$ cat src/include/tbid_pkg.sv
// Functional notes
// - Each instruction arrives as one 12-bit word holding an opcode part and operand parts.
// - Every word is classed into exactly one family: byte-file, bit-file, or literal/control.
// - A byte-file operation with result_target 0 sends its result to the accumulator.
// - A byte-file operation with result_target 1 writes back to the addressed file register.
// - Byte-file words carry a 5-bit register_operand and a 1-bit result_target.
// - Bit-file words carry a 3-bit position_select and a 5-bit register_operand.
// - Literal/control words other than jump_absolute carry an 8-bit immediate_value.
// - The jump_absolute word carries a 9-bit immediate_value that is the jump target.
// - The file register space addressed spans 0x00 to 0x7f; the decoder only forms 0x00 to 0x1f from the 5-bit register_operand.
// - An instruction takes one instruction cycle unless a test is true or the PC changes.
// - A true test or a PC change makes the instruction take two instruction cycles.
// - One instruction cycle is four consecutive oscillator periods.
// - Ignored bit positions may hold any value and do not influence decoding.
package tbid_pkg;
  localparam int unsigned TBID_IW = 12;
  localparam int unsigned TBID_FA_W = 7;
  localparam logic [6:0] TBID_FA_MAX = 7'h7f;
  localparam int unsigned TBID_PERIODS = 4;
  // Field positions
  localparam int unsigned TBID_BYTE_OP_HI = 11;
  localparam int unsigned TBID_BYTE_OP_LO = 6;
  localparam int unsigned TBID_TGT_BIT = 5;
  localparam int unsigned TBID_REG_HI = 4;
  localparam int unsigned TBID_REG_LO = 0;
  localparam int unsigned TBID_BIT_OP_HI = 11;
  localparam int unsigned TBID_BIT_OP_LO = 8;
  localparam int unsigned TBID_POS_HI = 7;
  localparam int unsigned TBID_POS_LO = 5;
  localparam int unsigned TBID_JMP_OP_HI = 11;
  localparam int unsigned TBID_JMP_OP_LO = 9;
  localparam int unsigned TBID_LIT_HI = 7;
  localparam int unsigned TBID_JLIT_HI = 8;
  // Family codes on the top two opcode bits
  localparam logic [1:0] TBID_TOP_BYTE = 2'h0;
  localparam logic [1:0] TBID_TOP_BIT = 2'h1;
  localparam logic [2:0] TBID_JMP_CODE = 3'h5;
  // Bit-file sub-opcodes: clear, set, test-clear-skip, test-set-skip
  localparam logic [1:0] TBID_BOP_CLR = 2'h0;
  localparam logic [1:0] TBID_BOP_SET = 2'h1;
  localparam logic [1:0] TBID_BOP_TSC = 2'h2;
  localparam logic [1:0] TBID_BOP_TSS = 2'h3;
  // Byte opcodes that skip on zero result (decrement/increment skip)
  localparam logic [5:0] TBID_OP_DECSZ = 6'h0b;
  localparam logic [5:0] TBID_OP_INCSZ = 6'h0f;
  // File register that holds the low program counter byte
  localparam logic [4:0] TBID_REG_PC = 5'h02;
  // Literal/control opcodes (bits 11:8) that change the PC
  localparam logic [3:0] TBID_LOP_RET = 4'h8;
  localparam logic [3:0] TBID_LOP_CALL = 4'h9;
  localparam logic [2:0] TBID_PH_INIT = 3'h0;
  localparam logic [1:0] TBID_Q_INIT = 2'h0;

  typedef enum logic [1:0] {
    TBID_FAM_BYTE = 2'h0,
    TBID_FAM_BIT = 2'h1,
    TBID_FAM_LIT = 2'h3
  } tbid_fam_e;

  // Sequencer: fetch/decode cycle, then optional second cycle (Gray path)
  typedef enum logic [1:0] {
    TBID_ST_IDLE = 2'h0,
    TBID_ST_EXEC = 2'h1,
    TBID_ST_EXTRA = 2'h3
  } tbid_st_e;
endpackage

$ cat src/core/tbid_field.sv
`timescale 1ns/1ps
`default_nettype none
// Pure field extraction; kept apart so the sequencer stays readable.
module tbid_field
  import tbid_pkg::*;
(
  // Instruction word
  input wire logic [TBID_IW-1:0] word,
  // Decoded fields
  output tbid_fam_e family,
  output logic target,
  output logic [4:0] reg_operand,
  output logic [2:0] position_select,
  output logic [7:0] imm8,
  output logic [8:0] imm9,
  output logic is_jump,
  output logic may_skip,
  output logic pc_change
);
  logic [1:0] top;
  logic [5:0] bop;
  logic [3:0] lop;
  always_comb begin
    top = word[TBID_BYTE_OP_HI -: 2];
    bop = word[TBID_BYTE_OP_HI:TBID_BYTE_OP_LO];
    lop = word[TBID_BIT_OP_HI:TBID_BIT_OP_LO];
    // Every word lands in one family only; only named fields are read
    if (top == TBID_TOP_BYTE) begin
      family = TBID_FAM_BYTE;
    end else if (top == TBID_TOP_BIT) begin
      family = TBID_FAM_BIT;
    end else begin
      family = TBID_FAM_LIT;
    end
    target = word[TBID_TGT_BIT];
    reg_operand = word[TBID_REG_HI:TBID_REG_LO];
    position_select = word[TBID_POS_HI:TBID_POS_LO];
    imm8 = word[TBID_LIT_HI:0];
    imm9 = word[TBID_JLIT_HI:0];
    is_jump = (word[TBID_JMP_OP_HI:TBID_JMP_OP_LO] == TBID_JMP_CODE);
    may_skip = 1'b0;
    pc_change = 1'b0;
    case (family)
      TBID_FAM_BYTE: begin
        may_skip = (bop == TBID_OP_DECSZ) || (bop == TBID_OP_INCSZ);
        // Writing the PC file register also changes flow
        pc_change = target && (reg_operand == TBID_REG_PC);
      end
      TBID_FAM_BIT: begin
        may_skip = (lop[1:0] == TBID_BOP_TSC) || (lop[1:0] == TBID_BOP_TSS);
        pc_change = (lop[1:0] != TBID_BOP_CLR) && (lop[1:0] != TBID_BOP_SET)
          ? 1'b0 : (reg_operand == TBID_REG_PC);
      end
      default: begin
        pc_change = is_jump || (lop == TBID_LOP_RET) || (lop == TBID_LOP_CALL);
      end
    endcase
  end
endmodule
`default_nettype wire

$ cat src/core/tbid_decoder.sv
`timescale 1ns/1ps
`default_nettype none
// Latches one word per instruction cycle, presents decoded fields from flops and
// sequences the four oscillator periods, stretching to two cycles when needed.
module tbid_decoder
  import tbid_pkg::*;
#(
  parameter int unsigned PERIODS = TBID_PERIODS
)(
  // Clock and reset
  input wire logic mclk,
  input wire logic rst_n,
  // Program memory side
  input wire logic [TBID_IW-1:0] instr_word,
  input wire logic instr_valid,
  output logic instr_ready,
  // Condition outcome from the datapath, same clock
  input wire logic test_true,
  // Decoded outputs
  output tbid_fam_e family,
  output logic [TBID_FA_W-1:0] file_addr,
  output logic [2:0] position_select,
  output logic [7:0] immediate_value,
  output logic [8:0] jump_target,
  output logic jump_absolute,
  output logic write_accum,
  output logic write_file,
  output logic pc_change,
  output logic two_cycle,
  // Sequencing
  output logic [1:0] q_phase,
  output logic cycle_end
);
  // q is two bits wide, so only a four-period cycle can be counted
  if (PERIODS != TBID_PERIODS) begin : g_periods_check
    $error("PERIODS must be 4");
  end

  // Decoded fields live in the state so they leave from flops
  typedef struct packed {
    tbid_fam_e fam;
    logic [TBID_FA_W-1:0] fa;
    logic [2:0] pos;
    logic [7:0] imm;
    logic [8:0] jt;
    logic jmp;
    logic wa;
    logic wf;
    logic pcc;
  } tbid_out_s;

  typedef struct packed {
    tbid_st_e st;
    logic [1:0] q;
    logic [TBID_IW-1:0] word;
    logic two;
    tbid_out_s o;
  } tbid_state_s;

  tbid_state_s cur;
  tbid_state_s next_cur;

  tbid_fam_e d_fam;
  logic d_tgt, d_jmp, d_skip, d_pc;
  logic [4:0] d_reg;
  logic [2:0] d_pos;
  logic [7:0] d_imm8;
  logic [8:0] d_imm9;
  logic last_q;
  logic [1:0] word_top;

  tbid_field u_field (
    .word(cur.word),
    .family(d_fam),
    .target(d_tgt),
    .reg_operand(d_reg),
    .position_select(d_pos),
    .imm8(d_imm8),
    .imm9(d_imm9),
    .is_jump(d_jmp),
    .may_skip(d_skip),
    .pc_change(d_pc)
  );

  assign last_q = (cur.q == 2'(PERIODS - 1));
  assign word_top = cur.word[TBID_BYTE_OP_HI -: 2];
  assign instr_ready = (cur.st == TBID_ST_IDLE) || ((cur.st == TBID_ST_EXEC) && last_q && !cur.two)
    || ((cur.st == TBID_ST_EXTRA) && last_q);

  always_comb begin
    next_cur = cur;
    case (cur.st)
      TBID_ST_IDLE: begin
        if (instr_valid) begin
          next_cur.word = instr_word;
          next_cur.st = TBID_ST_EXEC;
          next_cur.q = TBID_Q_INIT;
          next_cur.two = 1'b0;
        end
      end
      TBID_ST_EXEC: begin
        next_cur.q = cur.q + 2'h1;
        // Test outcome counts only in the first period; later changes are ignored
        if (cur.q == TBID_Q_INIT) begin
          next_cur.two = d_pc || (d_skip && test_true);
        end
        if (last_q) begin
          if (cur.two) begin
            next_cur.st = TBID_ST_EXTRA;
          end else if (instr_valid) begin
            next_cur.word = instr_word;
            next_cur.two = 1'b0;
          end else begin
            next_cur.st = TBID_ST_IDLE;
          end
        end
      end
      TBID_ST_EXTRA: begin
        next_cur.q = cur.q + 2'h1;
        if (last_q) begin
          next_cur.two = 1'b0;
          if (instr_valid) begin
            next_cur.word = instr_word;
            next_cur.st = TBID_ST_EXEC;
          end else begin
            next_cur.st = TBID_ST_IDLE;
          end
        end
      end
      default: begin
        next_cur.st = TBID_ST_IDLE;
      end
    endcase
    // Re-registered every cycle from the held word, so fields stand all cycle
    next_cur.o.fam = d_fam;
    next_cur.o.fa = TBID_FA_W'(d_reg);
    next_cur.o.pos = (d_fam == TBID_FAM_BIT) ? d_pos : 3'h0;
    next_cur.o.imm = d_imm8;
    next_cur.o.jt = d_imm9;
    next_cur.o.jmp = (d_fam == TBID_FAM_LIT) && d_jmp;
    next_cur.o.wa = (d_fam == TBID_FAM_BYTE) && !d_tgt;
    next_cur.o.wf = (d_fam == TBID_FAM_BYTE) && d_tgt;
    next_cur.o.pcc = d_pc;
  end

  always_ff @(posedge mclk or negedge rst_n) begin
    if (!rst_n) begin
      cur <= '{st: TBID_ST_IDLE, q: TBID_Q_INIT, word: '0, two: 1'b0,
               o: '{fam: TBID_FAM_BYTE, fa: '0, pos: '0, imm: '0, jt: '0, jmp: 1'b0,
                    wa: 1'b0, wf: 1'b0, pcc: 1'b0}};
    end else begin
      cur <= next_cur;
    end
  end

  assign family = cur.o.fam;
  assign file_addr = cur.o.fa;
  assign position_select = cur.o.pos;
  assign immediate_value = cur.o.imm;
  assign jump_target = cur.o.jt;
  assign jump_absolute = cur.o.jmp;
  assign write_accum = cur.o.wa;
  assign write_file = cur.o.wf;
  assign pc_change = cur.o.pcc;
  assign two_cycle = cur.two;
  assign q_phase = cur.q;
  assign cycle_end = (cur.st != TBID_ST_IDLE) && last_q;
endmodule
`default_nettype wire

$ cat config.mk
export PLATFORM = sky130hd
export DESIGN_NAME = tbid_decoder
export DESIGN_NICKNAME = d
export VERILOG_FILES = /design/src/include/tbid_pkg.sv /design/src/core/tbid_field.sv /design/src/core/tbid_decoder.sv
export SDC_FILE = /design/constraint.sdc
export NUM_CORES = 1
export LEC_CHECK = 0
export BUFFER_PORTS_ARGS = -buffer_cell sky130_fd_sc_hd__buf_2
export CAP_MARGIN = 30
export CORE_MARGIN = 8
export CORE_UTILIZATION = 47
export CTS_BUF_LIST = sky130_fd_sc_hd__clkbuf_4
export DETAILED_ROUTE_END_ITERATION = 10
export PLACE_DENSITY = 0.85
export SYNTH_ARGS = -nofsm -noshare
export SYNTH_HDL_FRONTEND = slang
export SYNTH_SLANG_ARGS = --single-unit
$ cat constraint.sdc
create_clock -name mclk -period 1.3 [get_ports mclk]
set_clock_uncertainty 0.05 [all_clocks]
set_input_delay 0.26 -clock mclk [delete_from_list [all_inputs] [get_ports mclk]]
set_output_delay 0.26 -clock mclk [all_outputs]
set_load 0.05 [all_outputs]
Word level (Yosys, flattened, before mapping)
Cells that the tools add are included.
- add/subtract/negate cells: 1
- equality and inequality tests: 22
- muxes and demuxes: 20
- reductions and logical operators: 30
- operators with widths (cell ; count):
    2-to-1 mux 13 bit ; 4
    one-hot mux 15 bit (3 select lines) ; 1
    2-to-1 mux 17 bit ; 1
    equality test 6 x 4 -> 1 bit (second input constant) ; 2
    2-to-1 mux 12 bit ; 1
    2-to-1 mux 2 bit ; 6
    != test 2 bit (second input constant) ; 6
    equality test 2 bit (second input constant) ; 5
    logical AND 1 bit ; 10
    equality test 4 bit (second input constant) ; 2
    logical NOT 2 bit ; 4
    logical OR 1 bit ; 7
    AND reduction 7 bit ; 1
    equality test 2 x 1 -> 1 bit (second input constant) ; 3
    one-hot mux 2 bit (3 select lines) ; 1
    equality test 5 x 2 -> 1 bit (second input constant) ; 1
    one-hot mux 1 bit (2 select lines) ; 2
    AND reduction 4 bit ; 1
    nonzero test 2 bit ; 2
    equality test 3 bit (second input constant) ; 1
    2-to-1 mux 1 bit ; 3
    2-to-1 mux 3 bit ; 1
    != test 3 bit (second input constant) ; 1
    AND reduction 3 bit ; 1
    other kinds (5) ; 6
- bits in registers: 48
- input bits: 16
- output and inout bits: 38

Logic depth before layout (Yosys ltp)
Gate-level depths: netlist of the first run.
- word-level depth: 12
- depth in mapped cells: 6
- depth with buffers taken out: 5

Modules after synthesis
From an unflattened synthesis of the first run, not the netlist that was laid out.
- cell total of the unflattened synthesis: 197
- area, all modules: 2175.8 µm²
- modules (own cells, without submodules) (module ; instances ; cells an instance ; area each (µm²)):
    tbid_decoder ; 1 ; 159 ; 1913.1
    tbid_field ; 1 ; 38 ; 262.8

Worst setup path before layout of the first run
OpenSTA, ideal clock, no wires.
- path kind: reg2out
- start point: register cur, in the netlist two_cycle
- end point: output port instr_ready
- arrival time: 1768 ps
- slack: -778 ps
- stages on the path, launching flop included: 5
- path through: dfrtp_1 -> nand2b_1 -> a21oi_2 -> buf_2 -> a21oi_1
- cells in the longest elaborated chain, start to end: 4
- ends and longest elaborated chain (what ; RTL line ; text):
    from (decl) ; tbid_decoder.sv:60 ; tbid_state_s cur;
    from (signal assigned) ; tbid_decoder.sv:148 ; cur <= '{st: TBID_ST_IDLE, q: TBID_Q_INIT, word: '0, two: 1'b0,
    from (signal assigned) ; tbid_decoder.sv:152 ; cur <= next_cur;
    logical NOT 1 bit ; tbid_decoder.sv:87 ; assign instr_ready = (cur.st == TBID_ST_IDLE) || ((cur.st == TBID_ST_EXEC) && last_q && !cur.two)
    logical AND 1 bit ; tbid_decoder.sv:87 ;
    logical OR 1 bit ; tbid_decoder.sv:87 ;
    logical OR 1 bit ; tbid_decoder.sv:88 ; || ((cur.st == TBID_ST_EXTRA) && last_q);
    to (decl) ; tbid_decoder.sv:16 ; output logic instr_ready,
No other way between the ends.

Final worst setup path of the first run
- start point: register cur, in the netlist q_phase[1]
- end point: output port instr_ready
- cells in the longest elaborated chain, start to end: 5
- elaborated cells between the ends (all ways): 6
- ends and longest elaborated chain (what ; RTL line ; text):
    equality test 2 bit * ; tbid_decoder.sv:85 ; assign last_q = (cur.q == 2'(PERIODS - 1));
    logical AND 1 bit (2 in series) ; tbid_decoder.sv:87 ;
    logical OR 1 bit ; tbid_decoder.sv:87 ;
    logical OR 1 bit * ; tbid_decoder.sv:88 ;
Every way passes the cells marked *; elsewhere a longest branch is shown, timed or not.

==> results.md, run 1 <==
* Run status: finished, violations left
* Violated checks: negative setup slack
* Core area at 0.00334 mm²
* CP Capture Type: output pin
* Cells along the critical path: ha_4 > a21oi_4 > a21oi_4 > buf_6
* Worst Setup Start Kind: flop
* Worst path arrival time at 1320 ps
* Final-report hold violation count at 0
* Starting DRC count in detailed routing at 56
* Fillers at 251
* Cell area after synthesis at 0.00164 mm²
* Die Span Y at 75.0 µm
* Clock sinks at 35
* CP required at 990 ps
* Area Overhead vs Synth at 32.3%
* Vias in the first global route at 1209
* Chip width at 75.0 µm
* CTS root buf: clkbuf_4
* Min-Delay Path Class: input port to flop
* Remaining DRCs at 0
* Final Max Slew Viols at 0
* I/O pin count at 54
* Worst-Skew Late Latency at 330 ps
* Vias at 1225
* Final min period at 1630 ps
* Die area at 0.00562 mm²
* R2R Setup Slk at -270 ps
* CP Max Fanout at 4
* Syn Inst Count at 154
* Fin crit share at 125%
* Max Fclk at 615 MHz
* Port Buffer Count at 51
* WL per Instance at 14.7 µm
* GRT overflow at 0
* Maximum root-to-sink buffer count at 2
* H-tree depth at 2
* Ys Warns at 0
* Worst-path clk slew at 100 ps
* Antenna viol nets, final at 0
* CP top delay family: flip-flops
* First-pass DRT Iterations at 4
* Max Cap Violations at 0
* CTS buffer count at 5
* Initial Util at 49.0%
* Routed Wire Length at 3690 µm
* Post-synthesis register bit count at 35
* Total GRT Usage at 13.5%
* Initial antenna violation count at 0
* Final HPWL DP at 2480 µm
* Slowest cell on the critical path: dfrtp_1
* Share of cells above drive strength 1 at 58.5%
* Largest area contributor in the netlist: dfrtp_1
* Min Hold Slack at 95.4 ps
* Setup violations, final at 20
* CP dominant cell by count: a21oi_4
* CTS tree: done
* Gp weighted congestion at 0.778
* Row count at 21
* Via density at 4.88
* Top-area cell type share of the netlist area at 53.6%
* Count of cell types in the netlist at 34
* # nets final at 222
* RSZ-0062 raised after global routing: true
* Mapped Avg Cell Area at 10.6 µm²
* Final worst setup slack at -327 ps
* Largest stage delay, worst path at 440 ps
* Antenna cells at 0
* Largest cells by area after synthesis: dfrtp_1 54%, buf_4 14%, o21ai_2 5.9%
* Sequential share of the synthesized area at 53.6%
* Critical setup path kind: flop to output pin
* Buf+Inv Stages, Crit Path at 1
* Largest net degree at the start of global routing at 36
* Global-route wire length before repair at 5610 µm
==> metal layers <==
layer / vias up / track usage, % / wire length [µm]
met2: 54 / 20.8 / 1770
li1: 579 / - / -
met4: 0 / 8.26 / 85
met1: 584 / 15.7 / 1420
met3: 8 / 4.79 / 413
met5: - / 0 / 0
==> path summary, 6_finish.rpt <==
kind	startpoint	end	cells after the start
min in group asynchronous	rst_n	q_phase[1]	3
worst min-delay path	instr_word[8]	cur[42]	3
worst max-delay path	q_phase[1]	instr_ready	4
max in group asynchronous	rst_n	two_cycle	3
worst min register to register	cur[42]	jump_target[8]	0
worst max register to register	q_phase[1]	two_cycle	7
==> per-stage QoR <==
step	area (µm²)	TNS [ps]	utilization (%)	worst slack (ps)	instances
after CTS	2080	-3610	62.5	-312	249
after global placement	1840	-686	55.0	-73.5	233
after global routing	2160	-5910	64.8	-365	251
after detailed placement	1840	-1040	55.0	-103	233
after floorplan	1670	-912	-	-173	155
final	2160	-4300	64.8	-327	251
==> worst reg2reg max path, cell delays in order (launching register included) <==
cell	delay, ps
dfrtp_1	420
ha_4	180
buf_4	110
buf_6	90
nand2_4	40
o211ai_4	230
inv_1	100
a32o_1	240
==> state kept, by name, indices dropped and copies added (netlist names), 2 cells and up <==
signal	cells
jump_target	9
q_phase	2
cur	14
family	2
position_select	3
==> final cells by class <==
| type | count | area (µm²) | share of cell area [%] |
|---|---|---|---|
| sequential | 35 | 877 | 40.5 |
| timing repair buffer | 78 | 577 | 26.7 |
| multi-input combinational | 78 | 572 | 26.4 |
| tap | 46 | 57.6 | 2.66 |
| clock buffer | 6 | 45.0 | 2.08 |
| inverter | 6 | 22.5 | 1.04 |
| clock inverter | 2 | 12.5 | 0.578 |
==> cells in the final DEF (no fill, tap or decap), types with 2 or more instances in the layout <==
cell type	instances
nand2_2	9
nand2_1	4
buf_2	27
or3_1	2
and2_1	3
buf_4	18
or2_2	2
nor2_1	3
clkbuf_4	25
a21oi_4	2
inv_2	2
buf_6	11
conb_1	2
nand2_4	2
o21ai_2	11
buf_8	2
inv_1	4
o21ai_0	13
a21oi_1	3
dfrtp_1	34
o21ai_1	3
==> cells in the mapped netlist <==
library cell and n:
and3b_1 1, o21bai_1 1, conb_1 1, o21ai_2 11
dfrtp_1 35, inv_2 1, nand2b_1 2, nor2b_1 1
o21ai_0 16, o211ai_1 1, a21oi_2 1, inv_1 5
a31oi_1 1, o21a_1 1, or2_2 1, buf_4 31
or2_4 1, a21oi_1 4, or3_1 2, buf_6 1
nand2_1 15, ha_1 2, and2_1 3, buf_2 3
or2b_1 1, nor3b_1 1, and2b_1 1, o31ai_1 1
a32o_1 1, nand4b_1 1, nor2_1 3, o211ai_2 1
clkbuf_1 2, nand3_1 1
==> timing repair <==
item / in CTS / in global routing
pin swaps: 7 / 3
gates resized for setup: 38 / 24
hold endpoints to repair: 35 / 0
hold buffers: 1 / 0
buffers inserted: 5 / 2
cloned: 2 / 0
endpoints found under the setup margin: 18 / 38
==> cells by family (layout without fill, tap and decap cells) <==
family                   count (synthesis)  in the layout  synth area share, %
buffers and inverters                   43             92                 17.7
other                                    1              2                0.229
adder cells (fa/ha/maj)                  2              2                 1.53
AND/OR/NAND/NOR                         34             35                 10.9
AO/OA/AOI/OAI                           39             39                 16.1
flip-flops                              35             35                 53.6
Power of run 1 is left out: the tool's default activity adds up to more than one toggle a clock period on the data nets, which glitch-free logic cannot reach.
==> run 2: changes to the inputs <==
ABC_AREA = 1   (was unset)
==> results.md, run 2 <==
* # nets final at 250
* Starting DRC count in detailed routing at 40
* Run status: finished, violations left
* Simple-gate share of the synthesized area at 17.2%
* Post-synthesis register bit count at 35
* Initial Util at 47.6%
* Syn Inst Count at 181
* Mapped Avg Cell Area at 9.40 µm²
* Global-route wire length before repair at 5790 µm
* Reg2Reg Depth at 8
* Cell area after synthesis at 0.00170 mm²
* Initial antenna violation count at 0
* RSZ-0062 raised after global routing: true
* Worst-path clk slew at 120 ps
* Fin cells at 280
* Worst Hold Path EP: cur[37]
* Area of the multi-input gates at 643 µm²
* I/O pin count at 54
* Ys Warns at 0
* GRT overflow at 0
* Die Span Y at 76.2 µm
* Number of enable flip-flop cells after synthesis at 0
* Sequential share of the synthesized area at 51.5%
* Worst path arrival time at 1360 ps
* Row count at 22
* Gp weighted congestion at 0.851
* Chip width at 76.2 µm
* Top FF cell, synth: dfrtp_1
* Worst-Skew Late Latency at 340 ps
* Critical setup path kind: flop to output pin
* First-pass DRT Iterations at 4
* Top cells by count, synth: 38 x nand2_1, 35 x dfrtp_1, 31 x buf_4, 16 x inv_1
* Worst Hold Launch: instr_word[3]
* CTS buffer count at 5
* CTS tree: done
* CP Max Fanout at 3
* Post-synth ARST share at 100%
* Most common cell after layout, fill and taps aside: dfrtp_1
* Synth Area in Compound Gates at 10.0%
* Placed instance area at 0.00197 mm²
* Antenna cells at 0
* Max Cap Violations at 0
* Xor and xnor fraction of the mapped netlist area at 0%
* Routed Wire Length at 3560 µm
* Die area at 0.00580 mm²
* Largest net degree at the start of global routing at 17
* Commonest cells after routing, fill and taps aside: 33 x dfrtp_1, 32 x nand2_1, 28 x buf_2, 23 x clkbuf_4, 15 x buf_4
* CP Capture Type: output pin
* Dpl ws at -125 ps
* Top-area cell type share of the netlist area at 51.5%
* Vias in the first global route at 1252
* Storage element area at 878 µm²
* Vias at 1257
* R2R Setup Slk at -240 ps
* Adder and majority cell fraction of the synthesized area at 1.47%
* Largest family of logic cells by synthesized area: buffers and inverters
* Worst Setup Start Kind: flop
* Mux cell area share after synthesis at 0%
* Fillers at 281
* Maximum root-to-sink buffer count at 2
* Final HPWL DP at 2470 µm
* CTS root buf: clkbuf_4
* Fin crit share at 128%
* Port Buffer Count at 51
* CP required at 990 ps
* Max FFs per register at 14
* Count leader, synth: nand2_1
* Final Max Slew Viols at 0
* Final instance area at 0.00234 mm²
* Share of cells above drive strength 1 at 56.0%
* Total GRT Usage at 12.1%
* H-tree depth at 2
* Reg-to-Reg Start: q_phase[1]
* Largest area contributor in the netlist: dfrtp_1
* Antenna viol nets, final at 0
* Final-report hold violation count at 0
* Final min period at 1670 ps
* Worst hold stages at 3
* Setup violations, final at 21
* Final worst setup slack at -369 ps
* WL per Instance at 12.7 µm
* Area Overhead vs Synth at 37.6%
* Largest cells by area after synthesis: dfrtp_1 51%, buf_4 14%, nand2_1 8.4%
* Clock sinks at 35
* Violated checks: negative setup slack
* Dpl cells at 266
* Remaining DRCs at 0
* Max Fclk at 599 MHz
* Via density at 4.49
* Core area at 0.00358 mm²
* Min-Delay Path Class: input port to flop
* Largest Register: cur
* FF-to-FF End: cur[44]
* Count of cell types in the netlist at 22
-- run 2: changes by cell type after synthesis, sizes merged, moves of 2 or more --
cell,change
o21ai,-10
nand2,+33
or3,-2
nand2b,-2
nand3,+4
or2,-2
nor2,+11
o211ai,-2
and2,-3
inv,+12
-- run 2: cell families after synthesis --
kind of cell | after synthesis
simple gates | 67
buf+inv | 53
flops | 35
compound gates | 23
fa+ha+maj | 2
other cells | 1
-- run 2: routing by layer --
layer | GRT usage, % | part of all wire, % | vias up
met1 | 13.2 | 40 | 582
li1 | - | - | 625
met4 | 5.58 | 2.4 | 0
met2 | 19.5 | 50 | 41
met3 | 5.66 | 8.1 | 9
met5 | 0 | 0 | -
-- run 2: worst max-delay path: stages (launching register included) --
cell and delay, ps:
dfrtp_1 430, ha_4 170, inv_4 40, buf_6 110, a21oi_4 100, buf_6 160
-- run 2: how the worst max path moves through the flow --
stage | from | end | slack [ps] | cells past startpoint
CTS | q_phase[1] | cycle_end | -380 | 5
global placement | q_phase[0] | instr_ready | -100 | 4
finish | q_phase[1] | cycle_end | -370 | 5
global route | q_phase[1] | instr_ready | -430 | 4
floorplan | two_cycle | instr_ready | -220 | 3
detailed placement | q_phase[1] | instr_ready | -130 | 4
-- run 2: stage by stage --
stage | setup TNS (ps) | util (%) | hold slack, ps
after floorplan | -590 | - | -85.6
after global placement | -787 | 55.1 | 138
after detailed placement | -1140 | 55.1 | 144
after CTS | -3490 | 60.7 | 113
after global routing | -5100 | 65.5 | 103
final | -4180 | 65.5 | 114
-- run 2: what timing repair did --
action / CTS / global route
endpoints found under the setup margin: 18 / 38
pin swaps: 4 / 4
hold buffers: 1 / 0
setup buffers: 5 / 2
cloned: 0 / 2
resized for setup: 32 / 38
hold endpoints to repair: 14 / 0
-- run 2: cell type report --
| class | count | area share (%) |
|---|---|---|
| tap | 48 | 2.56 |
| multi-input combinational | 94 | 27.5 |
| sequential | 35 | 37.5 |
| clock buffer | 5 | 1.60 |
| inverter | 18 | 3.42 |
| clock inverter | 2 | 0.374 |
| timing repair buffer | 78 | 27.1 |
Power of run 2 is left out for the same reason.
==> run 3: changes to the inputs <==
CORE_UTILIZATION = 56   (was 47)
CTS_CLUSTER_DIAMETER = 30   (was unset)
CTS_CLUSTER_SIZE = 25   (was unset)
PLACE_DENSITY = 0.94   (was 0.85)
clock period = 2 ns   (was 1.3 ns; I/O delays follow)
==> results.md, run 3 (synthesis gave the netlist of run 2 again) <==
* Final Max Slew Viols at 0
* Post-route setup TNS at 0 ps
* CTS tree: done
* Slew Limit Headroom at 51.0%
* Max FFs per register at 14
* Setup violations, final at 0
* Maximum root-to-sink buffer count at 2
* Chip width at 71.1 µm
* Port Buffer Count at 51
* Fin crit share at 96.4%
* Min Hold Slack at 65.7 ps
* Share of cells above drive strength 1 at 44.0%
* Storage element area at 876 µm²
* Buf+Inv Stages, Crit Path at 2
* CP Capture Type: output pin
* Remaining DRCs at 0
* Via density at 4.76
* Die area at 0.00506 mm²
* Area of the multi-input gates at 509 µm²
* Max Fclk at 519 MHz
* Area Overhead vs Synth at 9.41%
* H-tree depth at 2
* Critical setup path kind: flop to output pin
* Worst-Skew Late Latency at 330 ps
* Core area at 0.00298 mm²
* Initial Util at 57.1%
* Actual slew at the worst max-slew pin at 735 ps
* Largest stage delay, worst path at 400 ps
* Fillers at 248
* CTS root buf: clkbuf_4
* Final HPWL DP at 2310 µm
* Commonest cells after routing, fill and taps aside: 50 x buf_2, 38 x nand2_1, 35 x dfrtp_1, 15 x inv_1
* First-pass DRT Iterations at 4
* Clock sinks at 35
* Total GRT Usage at 12.1%
* Slowest cell on the critical path: dfrtp_1
* Worst path arrival time at 1480 ps
* Final worst setup slack at 73.0 ps
* I/O pin count at 54
* Antenna viol nets, final at 0
* Largest net degree at the start of global routing at 36
* Largest Register: cur
* Routed Wire Length at 3010 µm
* Min-Delay Path Class: input port to asynchronous set/reset pin
* Row count at 20
* CTS buffer count at 5
* Global-route wire length before repair at 4890 µm
* Die Span Y at 71.1 µm
* Most common cell after layout, fill and taps aside: buf_2
* Vias at 1152
* Starting DRC count in detailed routing at 78
* # nets final at 226
* GRT overflow at 0
* Dpl ws at 269 ps
* Worst Setup Start Kind: flop
* WL per Instance at 12.5 µm
* CP top delay family: flip-flops
* Max Cap Violations at 0
* CP required at 1550 ps
* Antenna cells at 0
* Worst-path clk slew at 110 ps
* Final-report hold violation count at 0
* Initial antenna violation count at 0
* Final min period at 1930 ps
* Cells along the critical path: ha_1 > inv_2 > o31ai_4 > buf_6
* Gp weighted congestion at 0.799
* Vias in the first global route at 1102
* CP Max Fanout at 3
* Run status: finished clean
[run 3: cell types whose count changed in the layout (fill, tap and decap cells not counted), sizes merged]
cell	change
dlygate4sd3	-1
clkbuf	-20
bufinv	+1
buf	-3
[run 3: worst register-to-register path, cell delays in order, from the launching register on]
cell,delay [ps]
dfrtp_1,410
inv_1,110
nor2_1,280
o21ai_1,120
nand2_2,480
nand2_1,140
o21ai_2,80
[run 3: repair_timing]
| action | CTS | global route |
|---|---|---|
| setup buffers | 0 | 3 |
| setup endpoints to repair | 1 | 1 |
| resized for setup | 2 | 1 |
| hold buffers | 0 | 0 |
[run 3: area by class of cell]
type | instances | share of cell area, %
repair buffers | 54 | 15.3
flip-flops and latches | 35 | 47.0
inverters | 18 | 3.76
well taps | 33 | 2.22
multi-input cells | 94 | 27.4
clock buffers | 5 | 2.02
clock inverters | 3 | 2.35
[run 3: routing by layer]
metal,part of all wire [%],GRT usage (%),vias to the layer above
met4,1.4,5.31,0
met1,40,13.1,520
met3,9.8,5.37,5
li1,-,-,580
met5,0,0,-
met2,49,20.1,47
[run 3: worst paths after layout]
| check | endpoint | cells after the start | slack (ps) | from |
|---|---|---|---|---|
| setup / recovery | instr_ready | 4 | 70 | q_phase[0] |
| hold / removal | cur[43] | 1 | 70 | rst_n |
| setup reg to reg | cur[36] | 6 | 250 | two_cycle |
| hold reg to reg | jump_target[1] | 0 | 370 | cur[35] |
| max in group asynchronous | cur[49] | 1 | 1360 | rst_n |
| min in group mclk | cur[39] | 3 | 260 | instr_word[5] |
[run 3: per-stage QoR]
step / area, µm² / utilization, % / std cells
3_3_place_gp: 1750 / 58.8 / 231
3_5_place_dp: 1750 / 58.8 / 231
4_1_cts: 1840 / 61.8 / 239
6_report: 1860 / 62.5 / 242
5_1_grt: 1860 / 62.5 / 242
2_1_floorplan: 1720 / - / 182
Power of run 3 is left out for the same reason.
